$ cat src/pkg/fsv_pkg.sv
// Shared constants and types of the drive fault supervisor
package fsv_pkg;

  // ************************************************************
  // Clock and timing
  // ************************************************************
  localparam int CLK_MHZ        = 50;
  localparam int WIRE_LOSS_US   = 10;
  localparam int WIRE_LOSS_CYC  = WIRE_LOSS_US * CLK_MHZ;
  localparam int STALL_TICK_US  = 1000;
  localparam int STALL_TICK_CYC = STALL_TICK_US * CLK_MHZ;

  // ************************************************************
  // Words and reset values
  // ************************************************************
  typedef logic [15:0] fsv_word_t;
  localparam fsv_word_t FLAGS_RST = 16'h0000;

  // ************************************************************
  // Bit positions
  // ************************************************************
  localparam int POS_FDBK_LOSS  = 0;
  localparam int POS_OVT_PEND   = 1;
  localparam int POS_OVLD_PEND  = 3;
  localparam int POS_OVLD_TRIP  = 4;
  localparam int POS_STALL      = 5;
  localparam int POS_ZERO_SPEED = 12;
  localparam int POS_LIM_NTC_P  = 1;
  localparam int POS_LIM_NTC_N  = 9;

  // ************************************************************
  // Thresholds
  // ************************************************************
  localparam logic [2:0]         FDBK_KIND_ENCODER = 3'h2;
  localparam logic [15:0]        SUPPLY_MIN_MV     = 16'h32c8;
  localparam logic [15:0]        SUPPLY_MAX_MV     = 16'h4650;
  localparam logic signed [11:0] TEMP_PEND_C       = 12'sh050;
  localparam logic signed [11:0] TEMP_TRIP_LO_C    = -12'sh014;
  localparam logic signed [11:0] TEMP_TRIP_HI_C    = 12'sh064;

  // ************************************************************
  // Thermal foldback model, current in Q4.12 per unit
  // ************************************************************
  localparam int                 I_FRAC        = 12;
  localparam logic [4:0]         NTC_RISE_C    = 5'h1e;
  localparam logic signed [27:0] NTC_LIMIT_Q   = 28'sh0078000;
  localparam int                 NTC_INT_SHIFT = 8;
  localparam logic [23:0]        NTC_ACC_MAX   = 24'h7fffff;

  // ************************************************************
  // Supervisor state
  // ************************************************************
  typedef struct packed {
    fsv_word_t   fault;
    fsv_word_t   warn;
    logic        supply;
    logic        ovspd;
    logic        ovt_trip;
    logic        f_any;
    logic        w_any;
    logic [23:0] tick;
    fsv_word_t   stall_cnt;
  } fsv_state_t;
  localparam fsv_state_t STATE_RST = '0;

endpackage : fsv_pkg

$ cat src/core/fsv_supervisor.sv
// Drive fault supervisor: classification, stall, supply, speed, heat
// Summary of operation
// RQ1 - Some conditions are classed by select masks, the rest always fault.
// RQ2 - Fault select gives a fault, warning alone a warning, none ignores.
// RQ3 - Speed feedback loss sits at position 0 of both masks.
// RQ4 - Speed feedback loss counts only when the feedback kind equals 2.
// RQ5 - Loss is a quadrature break or any of the four encoder wires missing.
// RQ6 - Motor stall sits at position 5 of both masks.
// RQ7 - Stall needs zero speed at status bit 12 and a nonzero limit word.
// RQ8 - Stall is reported only after both have held for the stall delay.
// RQ9 - The stall timer clears when either cause goes away early.
// RQ10 - Overload pending and trip sit at positions 3 and 4 of both masks.
// RQ11 - An analog supply outside 13 V to 18 V is always a fault.
// RQ12 - Speed beyond either limit plus the margin is always a fault.
// RQ13 - Overtemperature pending sits at position 1, set from 80 degrees.
// RQ14 - Heatsink outside -20 to 100 degrees is always a trip fault.
// RQ15 - The model adds current times 30 to heatsink, less 120, integrated.
// RQ16 - A prediction above 120 limits current, status bit 1 or 9.
`timescale 1ns/1ns
module fsv_supervisor #(
  parameter int STALL_TICK = fsv_pkg::STALL_TICK_CYC
) (
  input  wire logic               clk,
  input  wire logic               srst,
  input  wire logic               enc_a,
  input  wire logic               enc_a_n,
  input  wire logic               enc_b,
  input  wire logic               enc_b_n,
  input  wire logic [2:0]         fdbk_device_kind,
  input  wire fsv_pkg::fsv_word_t fault_select_2,
  input  wire fsv_pkg::fsv_word_t warning_select_2,
  input  wire logic               fault_clear,
  input  wire fsv_pkg::fsv_word_t drive_status,
  input  wire fsv_pkg::fsv_word_t limit_status_in,
  input  wire fsv_pkg::fsv_word_t stall_delay,
  input  wire logic               motor_overload_pending,
  input  wire logic               motor_overload_trip,
  input  wire logic [15:0]        analog_supply_mv,
  input  wire logic signed [15:0] motor_speed,
  input  wire logic [15:0]        fwd_speed_limit,
  input  wire logic [15:0]        rev_speed_limit,
  input  wire logic [15:0]        overspeed_margin,
  input  wire logic signed [11:0] heatsink_temp,
  input  wire logic [15:0]        stator_current,
  input  wire logic               iq_neg,
  output fsv_pkg::fsv_word_t      fault_bits,
  output fsv_pkg::fsv_word_t      warning_bits,
  output logic                    analog_supply_fault,
  output logic                    overspeed_fault,
  output logic                    overtemp_trip_fault,
  output logic                    fault_any,
  output logic                    warning_any,
  output fsv_pkg::fsv_word_t      limit_status_out,
  output logic                    current_foldback
);
  import fsv_pkg::*;

  localparam logic [23:0] TICK_LAST = 24'(STALL_TICK - 1);

  fsv_state_t q;
  fsv_state_t d;

  logic               enc_loss;
  logic               ntc_pos;
  logic               ntc_neg;
  fsv_word_t          cond;
  fsv_word_t          new_fault;
  fsv_word_t          new_warn;
  logic               zero_speed;
  logic               limit_any;
  logic               stall_both;
  logic               stall_cond;
  logic               supply_bad;
  logic               ovspd_now;
  logic               ovt_trip_now;
  logic               ovt_pend_now;
  logic signed [17:0] spd_s;
  logic signed [17:0] fwd_lim;
  logic signed [17:0] rev_lim;

  // ************************************************************
  // Feedback and thermal submodules
  // ************************************************************
  fsv_enc_check u_enc (
    .clk     (clk),
    .srst    (srst),
    .enc_a   (enc_a),
    .enc_a_n (enc_a_n),
    .enc_b   (enc_b),
    .enc_b_n (enc_b_n),
    .loss    (enc_loss)
  );

  fsv_ntc_model u_ntc (
    .clk            (clk),
    .srst           (srst),
    .stator_current (stator_current),
    .heatsink_temp  (heatsink_temp),
    .iq_neg         (iq_neg),
    .limit_pos      (ntc_pos),
    .limit_neg      (ntc_neg)
  );

  always_comb begin
    limit_status_out                = FLAGS_RST;
    limit_status_out[POS_LIM_NTC_P] = ntc_pos; // RQ16
    limit_status_out[POS_LIM_NTC_N] = ntc_neg; // RQ16
  end
  assign current_foldback = ntc_pos || ntc_neg;

  // ************************************************************
  // Condition detection
  // ************************************************************
  // Our own foldback counts as a limit for stall purposes too
  assign zero_speed = drive_status[POS_ZERO_SPEED]; // RQ7
  assign limit_any  = (limit_status_in | limit_status_out) != FLAGS_RST;
  assign stall_both = zero_speed && limit_any; // RQ7
  assign stall_cond = stall_both && (q.stall_cnt >= stall_delay); // RQ8

  assign supply_bad = (analog_supply_mv < SUPPLY_MIN_MV)
                   || (analog_supply_mv > SUPPLY_MAX_MV); // RQ11

  assign spd_s   = 18'(motor_speed);
  assign fwd_lim = $signed({2'h0, fwd_speed_limit})
                 + $signed({2'h0, overspeed_margin}); // RQ12
  assign rev_lim = -($signed({2'h0, rev_speed_limit})
                 + $signed({2'h0, overspeed_margin})); // RQ12
  assign ovspd_now = (spd_s > fwd_lim) || (spd_s < rev_lim); // RQ12

  assign ovt_pend_now = heatsink_temp >= TEMP_PEND_C; // RQ13
  assign ovt_trip_now = (heatsink_temp < TEMP_TRIP_LO_C)
                     || (heatsink_temp > TEMP_TRIP_HI_C); // RQ14

  always_comb begin
    cond                = FLAGS_RST;
    cond[POS_FDBK_LOSS] = enc_loss
                       && (fdbk_device_kind == FDBK_KIND_ENCODER); // RQ3 RQ4
    cond[POS_OVT_PEND]  = ovt_pend_now; // RQ13
    cond[POS_OVLD_PEND] = motor_overload_pending; // RQ10
    cond[POS_OVLD_TRIP] = motor_overload_trip; // RQ10
    cond[POS_STALL]     = stall_cond; // RQ6
  end

  // Fault select wins over warning select for the same bit
  assign new_fault = cond & fault_select_2; // RQ2
  assign new_warn  = cond & warning_select_2 & ~fault_select_2; // RQ2

  // ************************************************************
  // State update
  // ************************************************************
  always_comb begin
    d = q;
    // A condition present in the clearing cycle stays latched
    d.fault    = (fault_clear ? FLAGS_RST : q.fault) | new_fault; // RQ1
    d.warn     = (fault_clear ? FLAGS_RST : q.warn) | new_warn; // RQ2
    d.supply   = (q.supply && !fault_clear) || supply_bad; // RQ11
    d.ovspd    = (q.ovspd && !fault_clear) || ovspd_now; // RQ12
    d.ovt_trip = (q.ovt_trip && !fault_clear) || ovt_trip_now; // RQ14
    d.f_any    = (d.fault != FLAGS_RST) || d.supply || d.ovspd
              || d.ovt_trip; // RQ1
    d.w_any    = d.warn != FLAGS_RST;
    // Delay counts in ticks; saturates so a long stall stays reported
    if (!stall_both) begin
      d.tick      = 24'h000000; // RQ9
      d.stall_cnt = FLAGS_RST; // RQ9
    end else if (q.tick == TICK_LAST) begin
      d.tick = 24'h000000;
      if (q.stall_cnt < stall_delay) begin
        d.stall_cnt = q.stall_cnt + 16'h0001; // RQ8
      end
    end else begin
      d.tick = q.tick + 24'h000001;
    end
  end

  always_ff @(posedge clk) begin
    if (srst) begin
      q <= STATE_RST;
    end else begin
      q <= d;
    end
  end

  assign fault_bits          = q.fault;
  assign warning_bits        = q.warn;
  assign analog_supply_fault = q.supply;
  assign overspeed_fault     = q.ovspd;
  assign overtemp_trip_fault = q.ovt_trip;
  assign fault_any           = q.f_any;
  assign warning_any         = q.w_any;
endmodule : fsv_supervisor

$ cat src/core/fsv_enc_check.sv
// Encoder wire presence and quadrature checker
`timescale 1ns/1ns
module fsv_enc_check (
  input  wire logic clk,
  input  wire logic srst,
  input  wire logic enc_a,
  input  wire logic enc_a_n,
  input  wire logic enc_b,
  input  wire logic enc_b_n,
  output logic      loss
);
  import fsv_pkg::*;

  localparam logic [9:0] MISS_LAST = 10'(WIRE_LOSS_CYC);

  typedef struct packed {
    logic [3:0] s1;
    logic [3:0] s2;
    logic [2:0] vld;
    logic [1:0] prev;
    logic [9:0] miss;
    logic       loss;
  } fsv_enc_t;

  fsv_enc_t q;
  fsv_enc_t d;
  logic [1:0] cur;
  logic       pair_bad;
  logic       quad_err;

  // Pin order in the stages: a, a_n, b, b_n
  assign cur      = {q.s2[3], q.s2[1]};
  assign pair_bad = (q.s2[3] == q.s2[2]) || (q.s2[1] == q.s2[0]); // RQ5
  assign quad_err = q.vld[2] && ((cur ^ q.prev) == 2'b11); // RQ5

  always_comb begin
    d      = q;
    d.s1   = {enc_a, enc_a_n, enc_b, enc_b_n};
    d.s2   = q.s1;
    d.vld  = {q.vld[1:0], 1'b1};
    d.prev = cur;
    // A wire must read equal to its complement for a while; a lone
    // glitch on a long cable is not a missing wire
    if (!pair_bad || !q.vld[2]) begin
      d.miss = 10'h000;
    end else if (q.miss != MISS_LAST) begin
      d.miss = q.miss + 10'h001;
    end
    d.loss = quad_err || (q.miss == MISS_LAST); // RQ5
  end

  always_ff @(posedge clk) begin
    if (srst) begin
      q <= '0;
    end else begin
      q <= d;
    end
  end

  assign loss = q.loss;
endmodule : fsv_enc_check

$ cat src/core/fsv_ntc_model.sv
// Thermal foldback model with integrated temperature error
`timescale 1ns/1ns
module fsv_ntc_model (
  input  wire logic               clk,
  input  wire logic               srst,
  input  wire logic [15:0]        stator_current,
  input  wire logic signed [11:0] heatsink_temp,
  input  wire logic               iq_neg,
  output logic                    limit_pos,
  output logic                    limit_neg
);
  import fsv_pkg::*;

  typedef struct packed {
    logic [23:0] acc;
    logic        lim_pos;
    logic        lim_neg;
  } fsv_ntc_t;

  fsv_ntc_t q;
  fsv_ntc_t d;
  logic [20:0]        rise;
  logic signed [27:0] err;
  logic signed [27:0] inc;
  logic signed [27:0] sum;

  // Rise plus heatsink minus the ceiling, all in Q.12 degrees
  assign rise = 21'(stator_current) * 21'(NTC_RISE_C); // RQ15
  assign err  = $signed({7'h00, rise}) + (28'(heatsink_temp) <<< I_FRAC)
              - NTC_LIMIT_Q; // RQ15
  assign inc  = err >>> NTC_INT_SHIFT;
  assign sum  = $signed({4'h0, q.acc}) + inc;

  always_comb begin
    d = q;
    if (sum < 28'sh0000000) begin // RQ15
      d.acc = 24'h000000;
    end else if (sum > $signed({4'h0, NTC_ACC_MAX})) begin
      d.acc = NTC_ACC_MAX;
    end else begin
      d.acc = sum[23:0];
    end
    d.lim_pos = (q.acc != 24'h000000) && !iq_neg; // RQ16
    d.lim_neg = (q.acc != 24'h000000) && iq_neg; // RQ16
  end

  always_ff @(posedge clk) begin
    if (srst) begin
      q <= '0;
    end else begin
      q <= d;
    end
  end

  assign limit_pos = q.lim_pos;
  assign limit_neg = q.lim_neg;
endmodule : fsv_ntc_model

$ cat config.mk
export PLATFORM = sky130hd
export DESIGN_NAME = fsv_supervisor
export DESIGN_NICKNAME = d
export VERILOG_FILES = /design/src/pkg/fsv_pkg.sv /design/src/core/fsv_supervisor.sv /design/src/core/fsv_enc_check.sv /design/src/core/fsv_ntc_model.sv
export SDC_FILE = /design/constraint.sdc
export NUM_CORES = 1
export LEC_CHECK = 0
export BUFFER_PORTS_ARGS = -buffer_cell sky130_fd_sc_hd__buf_2
export CAP_MARGIN = 20
export CORE_MARGIN = 5
export CORE_UTILIZATION = 55
export CTS_CLUSTER_SIZE = 24
export DETAILED_ROUTE_END_ITERATION = 8
export GPL_TIMING_DRIVEN = 0
export PLACE_DENSITY = 0.82
export SETUP_SLACK_MARGIN = 0.3
export SYNTH_ARGS = -nofsm -noshare
export SYNTH_HDL_FRONTEND = slang
export SYNTH_SLANG_ARGS = --single-unit
$ cat constraint.sdc
create_clock -name clk -period 9.4 [get_ports clk]
set_input_delay 0.47 -clock clk [delete_from_list [all_inputs] [get_ports clk]]
set_output_delay 0.47 -clock clk [all_outputs]
set_load 0.1 [all_outputs]
==> results.txt <==
Vias per cell: 5.28
Post-layout minimum cycle time: 7600 ps
Worst-Skew Late Latency: 410 ps
Cts repair resizes: 0
GPL Wtd Cong: 0.912
Final Cycle Share: 0.808
Nets: 1959
F_max: 132 MHz
Critical path endpoint category: flop
Wirelength per Cell: 14.0 µm
Hold Crit Class: in -> reg
Root buf cell: clkbuf_16
Worst reg-to-reg path cell count: 13
Core Region: 20100 µm²
Max clock buf depth: 2
Tot GR Track Use: 0.215
FILL cells: 1636
CP max-delay cell: fa_1
Syn-to-layout area delta: 18.3%
CTS buffer count: 17
Peak supply drop: 240 µV
Ranking of synthesized cells by area: dfxtp_1 23%, ha_1 19%, fa_1 5.7%
Top Ports: 255
DRC: 0
Ys async rst share: 0
Initial DRC count: 433
CP required: 9710 ps
# H-tree levels: 4
Critical path's largest stage delay: 570 ps
Total power: 3.26 mW
Power Dens Cells: 247 nW/µm²
Maxcap violations: 0
Final hold vios: 0
Final clock skew: 6.06 ps
Vias in the first global route: 9435
Initial Utilization: 0.555
Sequential area share after synthesis: 0.228
CTS Sinks: 127
Syn_area_per_cell: 8.46 µm²
Post-synth top area cell: dfxtp_1
Worst slack at placement: 1390 ps
Die height: 152 µm
Synth unique cells: 74
Worst path bufs/invs: 4
CP Depth: 36
Worst setup path class: in -> reg
Most common cell in the netlist: ha_1
CTS tree: built
Row Count: 52
Dpl cells: 1806
Synth top area share: 0.228
RSZ-0062 raised after global routing: false
Reg-to-reg slack, setup: 6160 ps
Post-synth top cells: 171 x ha_1, 154 x inv_1, 127 x dfxtp_1
Die area: 23200 µm²
Leakage: 6.55 nW
Share of post-route cells with drive strength above 1: 0.199
Critical path's most frequent cell: a21oi_1
Width of the die: 152 µm
Total global routing overflow: 0
CTS clock-pin slew for the worst setup and hold paths: 50 ps
Post-route insts no fill: 1840
Largest net degree at the start of global routing: 17
Final Setup Violations: 0
Drt pass-1 iters: 5
Measured slew at the worst slew-check pin: 1080 ps
DR vias: 9712
Setup bufs post-CTS: 0
Post-synthesis sequential element count: 127
Hold-fix buffers, CTS: 0
Warnings from Yosys: 0
Slew Limit Fails: 0
Critical path's top delay family: compound AO/OA/AOI/OAI gates
IO buf count: 203
Status: finished clean
Arrival time worst endpoint: 7910 ps
Setup_tns: 0 ps
DRT Wirelength: 25700 µm
Worst slew margin: 0.269
HPWL after DPL: 21500 µm
Post-synth EDFFs: 0
Critical R2R Launch: u_ntc.q[2]
CP startpoint: stator_current[0]
Max Fanout on Critical Path: 10
Final ANT Viol Nets: 0
Antenna violations before repair: 2
Final WS setup: 1800 ps
Layout Utilization: 0.656
Synth Cell Area: 11200 µm²
Startpoint types: primary input
Worst Setup EP: u_ntc.q[23]
Syn Inst Count: 1319
Reg2reg end: u_ntc.q[23]
First-pass GRT wire length: 42500 µm
Main synth FF type: dfxtp_1
[flip-flops by register name, summed over array words and instances, names as in the netlist]
name,flops
q,40
u_ntc.limit_pos,1
u_enc.loss,1
u_ntc.q,24
overspeed_fault,1
warning_bits,16
warning_any,1
fault_any,1
u_enc.q,15
overtemp_trip_fault,1
analog_supply_fault,1
u_enc.d,6
u_ntc.limit_neg,1
u_enc.cur,2
fault_bits,16
[area by class of cell]
cell class                      count  area [µm²]  share of cell area
Inverter                          154         578              0.0438
Timing Repair Buffer              203        1020              0.0770
Clock buffer                       19         443              0.0336
Clock inverter                     13         186              0.0141
Multi-Input combinational cell    983        7620               0.578
Antenna cell                        2        5.00            0.000379
Tap cell                          270         338              0.0256
Buffer                             69         463              0.0351
Sequential cell                   127        2540               0.193
[metal layers]
| metal | track usage | wire length (µm) | share of wire | vias to the layer above |
|---|---|---|---|---|
| li1 | - | - | - | 4978 |
| met1 | 0.263 | 11400 | 0.45 | 4474 |
| met2 | 0.381 | 12600 | 0.49 | 224 |
| met3 | 0.0383 | 1060 | 0.041 | 36 |
| met4 | 0.0725 | 573 | 0.022 | 0 |
| met5 | 0 | 0 | 0 | - |
[logic make-up (layout without fill, tap and decap cells)]
group | count (synthesis) | after routing | share of synthesized area
compound gates | 262 | 262 | 0.160
simple gates | 388 | 388 | 0.178
flops | 127 | 127 | 0.228
xor+xnor | 112 | 112 | 0.0879
buf+inv | 223 | 458 | 0.0933
mux | 3 | 3 | 0.00381
other cells | 1 | 17 | 0.000336
fa+ha+maj | 203 | 203 | 0.249
[report_power, final]
part | switching (mW) | total, mW | internal, mW | leakage [nW]
logic | 1.11 | 1.95 | 0.844 | 5.21
clock network | 0.238 | 0.689 | 0.451 | 0.307
registers | 0.0329 | 0.621 | 0.588 | 1.03
[how the worst min path moves through the flow]
stage,start,end,slack (ps),depth (start not counted)
2_1_floorplan,q[16],q[16],410,1
4_1_cts,iq_neg,u_ntc.limit_pos,210,2
6_report,iq_neg,u_ntc.limit_pos,230,2
3_3_place_gp,u_enc.d[14],u_enc.d[15],420,1
3_5_place_dp,u_enc.d[16],u_enc.q[16],430,1
5_1_grt,iq_neg,u_ntc.limit_pos,230,2
[worst reg2reg max path, stage by stage (launching register included)]
cell,delay [ps]
dfxtp_1,340
ha_1,190
inv_1,60
fa_1,400
nor2b_1,170
o2111ai_1,170
a31oi_1,390
a31o_2,280
o31ai_4,90
or4_1,430
o221ai_2,110
mux2i_4,150
buf_6,170
o21a_1,180
[stage by stage]
step	hold WS [ps]	cell area (µm²)
after global routing	231	13200
after floorplan	413	11200
after detailed placement	427	12600
after CTS	214	13200
after global placement	416	12600
final	226	13200
[layout by cell type (no fill, tap or decap), types with 5 or more instances in the layout]
cell type  instances
and2_1            27
nand2_1           64
buf_4             48
nand4_1           24
dfxtp_1          127
ha_1             171
or2_2              6
nand3_1           31
clkbuf_1          13
o21ai_0           35
inv_1            154
conb_1            15
nand3b_1           6
fa_1              32
nor2_1           110
xnor2_1           55
a21o_1            25
o21bai_1          14
nor2b_1           26
o2111ai_1          6
and3_1            17
buf_2            209
nand2b_1           9
nor3_1            22
or3_1              6
xor2_1            57
a31oi_1           10
clkbuf_16         17
o21a_1            35
nor4_1            19
a211oi_1           5
a21oi_1           81
(Power assumes the default switching activity.)
